<file path="src/verilog/sps_pkg.sv">
// constants and helpers shared by the flash sequencer ends
// Behaviour
// - flash writes last 3.7 to 4.5 ms
// - boot size follows two fuse bits
// - readable-while-write region is 0x000 to 0xBFF
// - halt-on-write region is 0xC00 to 0xFFF
// - program counter is twelve bits wide
// - page holds 32 words, counter bits 4:0
// - page index from pointer bits 12:6
// - buffer word from pointer bits 5:1
// - pointer bits 15:13 always ignored
// - pointer bit 0 zero; selects load byte
// - only halt region fetchable during readable-region erase/write
// - poll enable bit low before new command
// - wait eeprom write idle before control write
// - mask interrupts around timed sequence, restore
// - busy region not fetched until re-enabled
// - page update: erase, reenable, loads, write, reenable
// - low byte first register, pointer plus two
// - re-enable after every erase and write
// - buffer load is control 01 then store
// - page write is control 05 then store
// - busy flag held until re-enable written
// - temp buffer erased by write, re-enable, reset
package sps_pkg;
	localparam int          CLK_PERIOD_NS      = 10;
	localparam int          FLASH_WRITE_MIN_NS = 3_700_000;
	localparam int          FLASH_WRITE_MAX_NS = 4_500_000;
	localparam int          WRITE_MIN_CYC      =
		(FLASH_WRITE_MIN_NS + CLK_PERIOD_NS - 1) / CLK_PERIOD_NS;
	localparam int          WRITE_MAX_CYC      =
		FLASH_WRITE_MAX_NS / CLK_PERIOD_NS;
	localparam int          TIMER_W            = 20;
	localparam int          PC_W               = 12;
	localparam int          COUNTER_TOP_BIT    = 11;
	localparam int          PAGE_OFFSET_TOP_BIT = 4;
	localparam int          POINTER_TOP_BIT    = 12;
	localparam int          POINTER_OFFSET_TOP_BIT = 5;
	localparam int          PAGE_WORDS         = 32;
	localparam int          RWW_PAGES          = 96;
	localparam logic [11:0] RWW_LAST           = 12'hBFF;
	localparam logic [11:0] HALT_ON_WRITE_REGION_FIRST         = 12'hC00;
	localparam logic [11:0] BOOT_START_128     = 12'hF80;
	localparam logic [11:0] BOOT_START_256     = 12'hF00;
	localparam logic [11:0] BOOT_START_512     = 12'hE00;
	localparam logic [11:0] BOOT_START_1024    = 12'hC00;
	localparam logic [15:0] FLASH_ERASED       = 16'hFFFF;
	localparam logic [7:0]  BYTE_BLOCKED       = 8'hFF;
	localparam logic [2:0]  STORE_WINDOW_CYC   = 3'h4;
	// control register bit positions
	localparam int          SPM_EN_BIT         = 0;
	localparam int          PAGE_ERASE_BIT     = 1;
	localparam int          PAGE_WRITE_BIT     = 2;
	localparam int          LOCK_SET_BIT       = 3;
	localparam int          REENABLE_BIT       = 4;
	localparam int          BUSY_BIT           = 6;
	localparam logic [7:0]  CMD_BUFFER_LOAD    = 8'h01;
	localparam logic [7:0]  CMD_PAGE_ERASE     = 8'h03;
	localparam logic [7:0]  CMD_PAGE_WRITE     = 8'h05;
	localparam logic [7:0]  CMD_REENABLE       = 8'h11;
	// host sequence steps
	localparam logic [5:0]  STEP_ERASE         = 6'h00;
	localparam logic [5:0]  STEP_REEN1         = 6'h01;
	localparam logic [5:0]  STEP_LOAD0         = 6'h02;
	localparam logic [5:0]  STEP_WRITE         = 6'h22;
	localparam logic [5:0]  STEP_REEN2         = 6'h23;
	// host register offsets on the register bus
	localparam logic [7:0]  REG_CMD            = 8'h00;
	localparam logic [7:0]  REG_ADDR           = 8'h04;
	localparam logic [7:0]  REG_DATA           = 8'h08;
	localparam logic [7:0]  REG_STATUS         = 8'h0C;
	localparam logic [1:0]  RESP_OKAY          = 2'h0;

	function automatic logic [11:0] sps_boot_start(input logic [1:0] f);
		case (f)
			2'h3:    return BOOT_START_128;
			2'h2:    return BOOT_START_256;
			2'h1:    return BOOT_START_512;
			default: return BOOT_START_1024;
		endcase
	endfunction : sps_boot_start
endpackage : sps_pkg

</file>
<file path="src/verilog/sps_link_if.sv">
// link between the boot-loader controller and the flash sequencer
`timescale 1ns/1ps
interface sps_link_if;
	logic        ctrl_wr;
	logic [7:0]  ctrl_wdata;
	logic [7:0]  ctrl_rdata;
	logic        store;
	logic        load;
	logic [15:0] pointer;
	logic [15:0] store_data;
	logic [7:0]  load_data;
	logic        load_valid;
	logic        eeprom_write_active;
	logic [11:0] fetch_addr;
	logic        fetch_blocked;

	modport dev (
		input  ctrl_wr, ctrl_wdata, store, load, pointer, store_data,
		input  eeprom_write_active, fetch_addr,
		output ctrl_rdata, load_data, load_valid, fetch_blocked
	);
	modport host (
		output ctrl_wr, ctrl_wdata, store, load, pointer, store_data,
		output eeprom_write_active, fetch_addr,
		input  ctrl_rdata, load_data, load_valid, fetch_blocked
	);
endinterface : sps_link_if

</file>
<file path="src/verilog/sps_boot_host.sv">
// boot-loader controller end, driven over a register bus
`timescale 1ns/1ps
module sps_boot_host
	import sps_pkg::*;
(
	// clock and reset
	input  wire logic        i_mclk,
	input  wire logic        i_rst_n,
	// register bus
	input  wire logic        i_awvalid,
	output logic             o_awready,
	input  wire logic [7:0]  i_awaddr,
	input  wire logic        i_wvalid,
	output logic             o_wready,
	input  wire logic [31:0] i_wdata,
	input  wire logic [3:0]  i_wstrb,
	output logic             o_bvalid,
	input  wire logic        i_bready,
	output logic [1:0]       o_bresp,
	input  wire logic        i_arvalid,
	output logic             o_arready,
	input  wire logic [7:0]  i_araddr,
	output logic             o_rvalid,
	input  wire logic        i_rready,
	output logic [31:0]      o_rdata,
	output logic [1:0]       o_rresp,
	// system side
	input  wire logic        i_eeprom_busy,
	input  wire logic        i_irq_enable,
	input  wire logic [11:0] i_fetch_addr,
	output logic             o_irq_enable,
	output logic             o_fetch_blocked,
	// link to the sequencer
	sps_link_if.host         link
);
	typedef enum logic [2:0] {
		SPS_IDLE, SPS_POLL, SPS_EEWAIT, SPS_CTRL, SPS_STORE, SPS_NEXT,
		SPS_CHECK, SPS_LWAIT
	} sps_state_e;

	sps_state_e  state;
	logic [15:0] wbuf [PAGE_WORDS];
	logic [4:0]  widx;
	logic [15:0] addr;
	logic [5:0]  step;
	logic [7:0]  rd_byte;
	logic        busy;
	logic        done;
	logic        saved_ie;
	logic        go_page;
	logic        go_read;
	logic        aw_got;
	logic        w_got;
	logic [7:0]  aw_addr;
	logic [31:0] w_data;
	logic [15:0] page_base;
	logic [4:0]  load_idx;

	// upper and word bits forced low for erase and write stores
	assign page_base = {3'h0, addr[POINTER_TOP_BIT:6], 6'h00};
	assign load_idx  = 5'(step - STEP_LOAD0);
	assign busy      = state != SPS_IDLE;
	assign o_bresp   = RESP_OKAY;
	assign o_rresp   = RESP_OKAY;

	// write channels, taken in either order
	always_ff @(posedge i_mclk) begin
		if (!i_rst_n) begin
			o_awready <= 1'b1;
			o_wready  <= 1'b1;
			aw_got    <= 1'b0;
			w_got     <= 1'b0;
			aw_addr   <= 8'h00;
			w_data    <= 32'h0000_0000;
			o_bvalid  <= 1'b0;
		end else begin
			if (i_awvalid && o_awready) begin
				aw_got    <= 1'b1;
				aw_addr   <= i_awaddr;
				o_awready <= 1'b0;
			end
			if (i_wvalid && o_wready) begin
				w_got    <= 1'b1;
				w_data   <= i_wdata;
				o_wready <= 1'b0;
			end
			if (aw_got && w_got) begin
				aw_got   <= 1'b0;
				w_got    <= 1'b0;
				o_bvalid <= 1'b1;
			end
			if (o_bvalid && i_bready) begin
				o_bvalid  <= 1'b0;
				o_awready <= 1'b1;
				o_wready  <= 1'b1;
			end
		end
	end

	// register effects of a completed write
	always_ff @(posedge i_mclk) begin
		if (!i_rst_n) begin
			addr    <= 16'h0000;
			widx    <= 5'h00;
			go_page <= 1'b0;
			go_read <= 1'b0;
		end else begin
			go_page <= 1'b0;
			go_read <= 1'b0;
			if (aw_got && w_got) begin
				case (aw_addr)
					REG_CMD: begin
						// commands while busy are dropped
						go_page <= w_data[0] && !busy;
						go_read <= w_data[1] && !busy;
					end
					REG_ADDR: begin
						addr <= w_data[15:0];
						widx <= 5'h00;
					end
					REG_DATA: begin
						wbuf[widx] <= w_data[15:0];
						widx       <= widx + 5'h01;
					end
					default: begin
					end
				endcase
			end
		end
	end

	// read channel
	always_ff @(posedge i_mclk) begin
		if (!i_rst_n) begin
			o_arready <= 1'b1;
			o_rvalid  <= 1'b0;
			o_rdata   <= 32'h0000_0000;
		end else if (i_arvalid && o_arready) begin
			o_arready <= 1'b0;
			o_rvalid  <= 1'b1;
			case (i_araddr)
				REG_ADDR:   o_rdata <= {16'h0000, addr};
				REG_STATUS: o_rdata <= {link.ctrl_rdata, 7'h00,
					!o_irq_enable, rd_byte, 6'h00, done, busy};
				default:    o_rdata <= 32'h0000_0000;
			endcase
		end else if (o_rvalid && i_rready) begin
			o_rvalid  <= 1'b0;
			o_arready <= 1'b1;
		end
	end

	// system-side registers
	always_ff @(posedge i_mclk) begin
		if (!i_rst_n) begin
			link.eeprom_write_active <= 1'b0;
			link.fetch_addr          <= 12'h000;
			o_fetch_blocked          <= 1'b0;
		end else begin
			link.eeprom_write_active <= i_eeprom_busy;
			link.fetch_addr          <= i_fetch_addr;
			o_fetch_blocked          <= link.fetch_blocked;
		end
	end

	// programming sequence
	always_ff @(posedge i_mclk) begin
		if (!i_rst_n) begin
			state           <= SPS_IDLE;
			step            <= STEP_ERASE;
			done            <= 1'b0;
			rd_byte         <= 8'h00;
			saved_ie        <= 1'b0;
			o_irq_enable    <= 1'b0;
			link.ctrl_wr    <= 1'b0;
			link.ctrl_wdata <= 8'h00;
			link.store      <= 1'b0;
			link.load       <= 1'b0;
			link.pointer    <= 16'h0000;
			link.store_data <= 16'h0000;
		end else begin
			case (state)
				SPS_IDLE: begin
					o_irq_enable <= i_irq_enable;
					step         <= STEP_ERASE;
					if (go_page) begin
						done  <= 1'b0;
						state <= SPS_POLL;
					end else if (go_read) begin
						done         <= 1'b0;
						link.pointer <= addr;
						link.load    <= 1'b1;
						state        <= SPS_LWAIT;
					end
				end
				SPS_POLL: begin
					if (!link.ctrl_rdata[SPM_EN_BIT]) begin
						saved_ie     <= o_irq_enable;
						o_irq_enable <= 1'b0;
						state        <= SPS_EEWAIT;
					end
				end
				SPS_EEWAIT: begin
					if (!link.eeprom_write_active) begin
						state <= SPS_CTRL;
					end
				end
				SPS_CTRL: begin
					link.ctrl_wr <= 1'b1;
					if (step == STEP_ERASE) begin
						link.ctrl_wdata <= CMD_PAGE_ERASE;
						link.pointer    <= page_base;
					end else if (step == STEP_WRITE) begin
						link.ctrl_wdata <= CMD_PAGE_WRITE;
						link.pointer    <= page_base;
					end else if (step >= STEP_LOAD0 && step < STEP_WRITE) begin
						link.ctrl_wdata <= CMD_BUFFER_LOAD;
						link.pointer    <= page_base | {10'h000, load_idx, 1'b0};
						link.store_data <= wbuf[load_idx];
					end else begin
						link.ctrl_wdata <= CMD_REENABLE;
					end
					state <= SPS_STORE;
				end
				SPS_STORE: begin
					// store lands one cycle after the control write
					link.ctrl_wr <= 1'b0;
					link.store   <= 1'b1;
					state        <= SPS_NEXT;
				end
				SPS_NEXT: begin
					link.store   <= 1'b0;
					o_irq_enable <= saved_ie;
					if (step == STEP_REEN2) begin
						state <= SPS_CHECK;
					end else begin
						step  <= step + 6'h01;
						state <= SPS_POLL;
					end
				end
				SPS_CHECK: begin
					if (!link.ctrl_rdata[SPM_EN_BIT]) begin
						if (link.ctrl_rdata[BUSY_BIT]) begin
							state <= SPS_POLL;
						end else begin
							done  <= 1'b1;
							state <= SPS_IDLE;
						end
					end
				end
				SPS_LWAIT: begin
					link.load <= 1'b0;
					if (link.load_valid) begin
						rd_byte <= link.load_data;
						done    <= 1'b1;
						state   <= SPS_IDLE;
					end
				end
				default: state <= SPS_IDLE;
			endcase
		end
	end
endmodule : sps_boot_host

</file>
<file path="src/flat_wrapper.sv">
// flat-port wrapper written by rule: the top's interface ports become plain ports
module sps_boot_host_flat import sps_pkg::*;
  (i_mclk, i_rst_n, i_awvalid, o_awready, i_awaddr, i_wvalid, o_wready, i_wdata, i_wstrb, o_bvalid, i_bready, o_bresp, i_arvalid, o_arready, i_araddr, o_rvalid, i_rready, o_rdata, o_rresp, i_eeprom_busy, i_irq_enable, i_fetch_addr, o_irq_enable, o_fetch_blocked, link_ctrl_wr, link_ctrl_wdata, link_store, link_load, link_pointer, link_store_data, link_eeprom_write_active, link_fetch_addr, link_ctrl_rdata, link_load_data, link_load_valid, link_fetch_blocked);
  sps_link_if link_i ();
  input  wire logic i_mclk;
  input  wire logic i_rst_n;
  input  wire logic i_awvalid;
  output logic o_awready;
  input  wire logic [7:0] i_awaddr;
  input  wire logic i_wvalid;
  output logic o_wready;
  input  wire logic [31:0] i_wdata;
  input  wire logic [3:0] i_wstrb;
  output logic o_bvalid;
  input  wire logic i_bready;
  output logic [1:0] o_bresp;
  input  wire logic i_arvalid;
  output logic o_arready;
  input  wire logic [7:0] i_araddr;
  output logic o_rvalid;
  input  wire logic i_rready;
  output logic [31:0] o_rdata;
  output logic [1:0] o_rresp;
  input  wire logic i_eeprom_busy;
  input  wire logic i_irq_enable;
  input  wire logic [11:0] i_fetch_addr;
  output logic o_irq_enable;
  output logic o_fetch_blocked;
  output wire logic [$bits(link_i.ctrl_wr)-1:0] link_ctrl_wr;
  output wire logic [$bits(link_i.ctrl_wdata)-1:0] link_ctrl_wdata;
  output wire logic [$bits(link_i.store)-1:0] link_store;
  output wire logic [$bits(link_i.load)-1:0] link_load;
  output wire logic [$bits(link_i.pointer)-1:0] link_pointer;
  output wire logic [$bits(link_i.store_data)-1:0] link_store_data;
  output wire logic [$bits(link_i.eeprom_write_active)-1:0] link_eeprom_write_active;
  output wire logic [$bits(link_i.fetch_addr)-1:0] link_fetch_addr;
  input wire logic [$bits(link_i.ctrl_rdata)-1:0] link_ctrl_rdata;
  input wire logic [$bits(link_i.load_data)-1:0] link_load_data;
  input wire logic [$bits(link_i.load_valid)-1:0] link_load_valid;
  input wire logic [$bits(link_i.fetch_blocked)-1:0] link_fetch_blocked;
  assign link_ctrl_wr = link_i.ctrl_wr;
  assign link_ctrl_wdata = link_i.ctrl_wdata;
  assign link_store = link_i.store;
  assign link_load = link_i.load;
  assign link_pointer = link_i.pointer;
  assign link_store_data = link_i.store_data;
  assign link_eeprom_write_active = link_i.eeprom_write_active;
  assign link_fetch_addr = link_i.fetch_addr;
  assign link_i.ctrl_rdata = link_ctrl_rdata;
  assign link_i.load_data = link_load_data;
  assign link_i.load_valid = link_load_valid;
  assign link_i.fetch_blocked = link_fetch_blocked;
  sps_boot_host u_core (.i_mclk(i_mclk), .i_rst_n(i_rst_n), .i_awvalid(i_awvalid), .o_awready(o_awready), .i_awaddr(i_awaddr), .i_wvalid(i_wvalid), .o_wready(o_wready), .i_wdata(i_wdata), .i_wstrb(i_wstrb), .o_bvalid(o_bvalid), .i_bready(i_bready), .o_bresp(o_bresp), .i_arvalid(i_arvalid), .o_arready(o_arready), .i_araddr(i_araddr), .o_rvalid(o_rvalid), .i_rready(i_rready), .o_rdata(o_rdata), .o_rresp(o_rresp), .i_eeprom_busy(i_eeprom_busy), .i_irq_enable(i_irq_enable), .i_fetch_addr(i_fetch_addr), .o_irq_enable(o_irq_enable), .o_fetch_blocked(o_fetch_blocked), .link(link_i));
endmodule
</file>
<file path="config.mk">
export PLATFORM = sky130hd
export DESIGN_NAME = sps_boot_host_flat
export DESIGN_NICKNAME = d
export VERILOG_FILES = /design/src/verilog/sps_pkg.sv /design/src/verilog/sps_link_if.sv /design/src/verilog/sps_boot_host.sv /design/src/flat_wrapper.sv
export SDC_FILE = /design/constraint.sdc
export NUM_CORES = 1
export LEC_CHECK = 0
export BUFFER_PORTS_ARGS = -buffer_cell sky130_fd_sc_hd__buf_2
export CELL_PAD_IN_SITES_DETAIL_PLACEMENT = 0
export CELL_PAD_IN_SITES_GLOBAL_PLACEMENT = 1
export CORE_MARGIN = 4
export CORE_UTILIZATION = 50
export CTS_CLUSTER_SIZE = 20
export DETAILED_ROUTE_END_ITERATION = 10
export GPL_TIMING_DRIVEN = 0
export PLACE_DENSITY = 0.78
export SYNTH_ARGS = -nofsm -noshare
export SYNTH_HDL_FRONTEND = slang
export SYNTH_SLANG_ARGS = --single-unit
</file>
<file path="constraint.sdc">
create_clock -name i_mclk -period 3.7 [get_ports i_mclk]
set_clock_uncertainty 0.2 [all_clocks]
set_input_delay 0.74 -clock i_mclk [delete_from_list [all_inputs] [get_ports i_mclk]]
set_output_delay 0.74 -clock i_mclk [all_outputs]
set_load 0.05 [all_outputs]
</file>
After elaboration in Yosys (flattened, before gate mapping)
Memory sizes are Yosys's and may differ from the RTL's. A register that Yosys moved wholly into a read port is not among the register bits.
Cells that the tools add are included.
Storage, ports and cells
  register bits: 147
  bits in writable memories: 512
  input bits: 91
  logic and storage cells: 144
  memories: 1
Operators by class
  add/sub/neg operators: 3
  $lt $le $gt $ge: 2
  equal/unequal tests: 23
  muxes and demuxes: 43
  bitwise logic cells: 5
  reductions and logical operators: 39
Memory list
  u_core.wbuf: words 32, width 16, read ports 1, clocked after Yosys merged registers in 1, write ports 1, RTL line sps_boot_host.sv:42  | logic [15:0] wbuf [PAGE_WORDS];
Operators by type and width (number)
  two-way mux 16 bit: 5
  case mux 32 bit (2 select lines): 1
  case mux 16 bit (2 select lines): 1
  case mux 3 bit (8 select lines): 1
  two-way mux 3 bit: 7
  two-way mux 1 bit: 17
  equality test 8 x 3 -> 1 bit, second input constant: 2
  equality test 8 x 4 -> 1 bit, second input constant: 2
  two-way mux 8 bit: 2
  inequality test 2 bit, second input constant: 7
  nonzero test 2 bit: 7
  OR 13 x 6 -> 13 bit: 1
  equality test 3 bit, second input constant: 4
  equality test 6 bit, second input constant: 2
  case mux 6 bit (2 select lines): 1
  AND reduction 2 bit: 6
  case mux 5 bit (2 select lines): 1
  AND reduction 5 bit: 2
  logical AND 1 bit: 9
  nonzero test 3 bit: 3
  logical NOT 8 bit: 1
  AND reduction 4 bit: 2
  adder 6 x 1 -> 6 bit, second input constant: 1
  equality test 3 x 2 -> 1 bit, second input constant: 2
  18 further kinds: 28

Longest topological paths before layout
  depth after elaboration: 6
  gate-level depth with buffers: 13

Worst setup path before layout
Ideal clock, no wire load.
  path kind: reg2reg
  from: register u_core.step[1]
  to: register u_core.link.store_data[15], read port of u_core.wbuf
  setup time: 117 ps
  arrival time: 2969 ps
  slack: 414 ps
  stages on the path, launching flop included: 12
  buffers on the path: 4
  path through: dfxtp_1 buf_2 buf_1 clkbuf_1 inv_1 ha_1 xor2_1 clkbuf_1 mux4_2 nand2_1 nand4_1 a32o_1
On the way
  word-level cells in the longest chain between the ends: 3
Ends and longest elaborated chain
  start: declaration: RTL line sps_boot_host.sv:45  | logic [5:0] step;
  start signal: assignment: RTL line sps_boot_host.sv:237  | step <= step + 6'h01;
  >= comparator 6 x 2 -> 1 bit (tied with other cells): RTL line sps_boot_host.sv:216  | end else if (step >= STEP_LOAD0 && step < STEP_WRITE) begin
  logical AND 1 bit / NOT 1 bit (equally long branches)
  AND reduction 4 bit (no line)
  end: declaration: RTL line sps_link_if.sv:23  | output ctrl_wr, ctrl_wdata, store, load, pointer, store_data,
Parallel ways exist; a longest one is shown, timed or not.
A chain may end at the register's enable or synchronous reset.

Worst setup path in the final report
  from: register u_core.aw_addr[0]
  to: memory u_core.wbuf[21][12], enable pin
On the way
  word-level cells in the longest chain between the ends: 5
Ends and longest elaborated chain
  start: declaration: RTL line sps_boot_host.sv:54  | logic [7:0] aw_addr;
  start signal: assignment: RTL line sps_boot_host.sv:79  | aw_addr <= i_awaddr;
  equality test 8 x 4 -> 1 bit: RTL line sps_boot_host.sv:111  | case (aw_addr)
  two-way mux 1 bit: RTL line sps_boot_host.sv:111
  two-way mux 1 bit: RTL line sps_boot_host.sv:110  | if (aw_got && w_got) begin
  two-way mux 1 bit: RTL line sps_boot_host.sv:102  | if (!i_rst_n) begin
  two-way mux 1 bit (not written as such): RTL line sps_boot_host.sv:122  | wbuf[widx] <= w_data[15:0];
  end: declaration: RTL line sps_boot_host.sv:42
Every way passes these cells.

==> impl_metrics.json <==
{
  "io_pins": 190,
  "setup_slack_ns": 0.1826,
  "grt_overflow_total": 0,
  "drive_gt1_share_pct": 27.32,
  "grt.total_usage_pct": 23.73,
  "fillers": 3860,
  "synthCells": 1591,
  "reg2reg_to": "u_core.wbuf[21][12]",
  "yosysSeqAreaShare_pct": 71.61,
  "holdBufCountCts": 0,
  "grt_setup_unrepaired": "no",
  "initial_core_util_pct": 50.95,
  "grt_pass1_wl_um": 98080,
  "cp-start-kind": "register",
  "final_cell_mix": "edfxtp_1, nand2_1, buf_2",
  "cts_buffers": 68,
  "outcome": "finished, final reports clean",
  "period_share_pct": 95.06,
  "numPortBuffers": 153,
  "drtIter0Drc": 1905,
  "synth_edf_count": 512,
  "async_flop_share_pct": 0,
  "criticalPathCategory": "register to register",
  "crit_start": "u_core.aw_addr[0]",
  "diodes": 0,
  "synth_flop_cell": "edfxtp_1",
  "routabilityCongestion": 0.9111,
  "die_area_um2": 55130,
  "r2r_slack_ns": 0.18,
  "clock_path_buffers": 3,
  "antenna_left": 0,
  "hp-class": "input port to register",
  "grt_max_degree": 36,
  "grt_pass1_vias": 15080,
  "yosysWarnings": 0,
  "clock.fmax_mhz": 284.3,
  "relSlewSlack_pct": 4.494,
  "crit_required_ns": 3.73,
  "placedCellCount": 2457,
  "hold_viol_final": 0,
  "clockRootBuffer": "clkbuf_16",
  "remaining_drc_errors": 0,
  "die_height_um": 234.8,
  "min_period_ns": 3.517,
  "p_leak_nw": 10.82,
  "dp_hpwl_um": 43830,
  "netlist-cell-type-count": 56,
  "area_delta_synth_final_pct": 17.63,
  "r2r-start": "u_core.aw_addr[0]",
  "reg2reg_depth": 5,
  "htreeDepth": 3,
  "antenna_found_initial": 3,
  "netlist_area_um2": 25720,
  "place_ws_ns": -1.310,
  "synth_seq_cells": 664,
  "worstSetupEndpointType": "register",
  "avgSynthCellArea_um2": 16.16,
  "fin_nets": 1954,
  "routedWlPerCell_um": 25.58,
  "powerDensity_nw_per_um2": 538.4,
  "num_vias": 15020,
  "clock-sinks": 664,
  "clkTransAtPathRegs_ns": 0.06,
  "setup_viol_count_final": 0,
  "clkLatencyLatePin_ns": 0.60,
  "path_max_fanout": 16,
  "final_common_cell": "edfxtp_1",
  "core_area_um2": 50480,
  "tritoncts": "built",
  "finalMaxSlewViolations": 0,
  "die_w_um": 234.8,
  "wirelength_um": 65980,
  "drv_cap": 0,
  "worst_slew_pin_slew_ns": 1.431,
  "final_cells": 2579,
  "crit_path_end": "u_core.wbuf[21][12]",
  "crit_arrival_ns": 3.54,
  "vdd_drop_max_mv": 0.4024,
  "rows": 82,
  "first_pass_iters": 5,
  "via_per_inst": 5.822
}
==> flip-flops by register name, summed over array words and instances, names as in the netlist, 3 cells and up <==
signal / cells
u_core.link.ctrl_wdata: 4
u_core.state: 3
u_core.addr: 16
u_core.link.fetch_addr: 12
u_core.aw_addr: 8
u_core.wbuf: 512
u_core.rd_byte: 8
u_core.link.pointer: 16
u_core.o_rdata: 25
u_core.link.store_data: 16
u_core.w_data: 16
u_core.widx: 5
u_core.step: 6
==> cell usage after synthesis (all sizes together) (2+ instances only) <==
cell type	instances	share of area, %
a211oi	6	0.18
a21o	2	0.058
a21oi	66	1.3
a22oi	16	0.47
a31oi	16	0.39
a32o	16	0.62
a32oi	17	0.58
and2	16	0.39
buf	60	1.5
clkbuf	51	0.74
dfxtp	152	12
edfxtp	512	60
ha	10	0.49
inv	18	0.26
mux2	3	0.13
mux2i	55	2.1
mux4	128	11
nand2	184	2.7
nand2b	3	0.073
nand3	20	0.39
nand3b	8	0.23
nand4	20	0.49
nor2	139	2.1
nor2b	2	0.049
nor3	7	0.14
nor3b	4	0.12
nor4	4	0.12
o21a	2	0.058
o21ai	17	0.33
o21bai	2	0.058
o31ai	3	0.088
o41ai	2	0.13
or3	5	0.14
or4	3	0.088
xnor2	5	0.17
xor2	4	0.14
==> per-stage QoR <==
step                total power [mW]  utilization [%]  setup TNS [ns]  area, um^2  hold slack (ns)
floorplan                      9.052                -               0       25770           0.2308
global placement               9.393            54.24         -134.84       27380           0.2385
detailed placement             9.406            55.21          -21.19       27870           0.2461
CTS                            16.39            59.86               0       30210           0.1238
global route                   16.78            59.93               0       30250           0.1388
finish                         16.29            59.93               0       30250           0.1507
==> report_power, final <==
part           internal [mW]  switching, mW
Combinational          0.353          0.658
Clock                   4.21           2.81
Sequential              8.09          0.158
==> layout make-up <==
type	instances	area (um^2)	share of cell area (%)
repair buffers	180	1171	3.871
clock inverters	35	420.4	1.390
inverters	19	73.82	0.2440
flip-flops and latches	664	18430	60.93
plain buffers	109	593.1	1.960
well taps	672	840.8	2.779
clock buffers	89	1874	6.196
multi-input cells	811	6845	22.63
==> per-layer routing <==
layer / up-vias / GRT usage [%] / wire (um)
met5: - / 0 / 25
met4: 4 / 7.608 / 1785
met3: 105 / 5.523 / 5630
met2: 616 / 37.45 / 31650
met1: 7672 / 33.22 / 26890
li1: 6618 / - / -
==> worst max-delay path, stage by stage (launching register included) <==
cell and delay [ns]:
dfxtp_1 0.31, or4_1 0.61, nor3_1 0.47, and3_1 0.30
nand2_1 0.35, nor2_2 0.90
==> worst min path at each step <==
stage	cells past startpoint	start	end	slack, ns
2_1_floorplan	2	u_core.aw_addr[5]	u_core.aw_addr[5]	0.23
3_3_place_gp	2	u_core.link.ctrl_wdata[0]	u_core.link.ctrl_wdata[0]	0.24
3_5_place_dp	2	u_core.link.ctrl_wdata[0]	u_core.link.ctrl_wdata[0]	0.25
4_1_cts	2	i_fetch_addr[11]	u_core.link.fetch_addr[11]	0.12
5_1_grt	2	i_fetch_addr[9]	u_core.link.fetch_addr[9]	0.14
6_report	2	i_wvalid	u_core.o_wready	0.15
==> timing repair <==
| item | 4_1_cts | 5_1_grt |
|---|---|---|
| hold endpoints to repair | 0 | 0 |
| buffers inserted | 0 | 0 |
| endpoints found under the setup margin | 32 | 13 |
| gates resized for setup | 15 | 7 |
==> kinds of logic (layout without fill, tap and decap cells) <==
kind of cell,after synthesis,after routing,share of synthesized area (%)
buffers and inverters,130,432,2.535
AO/OA/AOI/OAI,171,171,4.437
flip-flops,664,664,71.61
XOR/XNOR,9,9,0.3065
AND/OR/NAND/NOR,420,420,7.127
multiplexers,186,186,13.48
adder cells (fa/ha/maj),10,10,0.4865
other,1,15,0.01458
No activity file was read; power rests on OpenSTA's default activity.
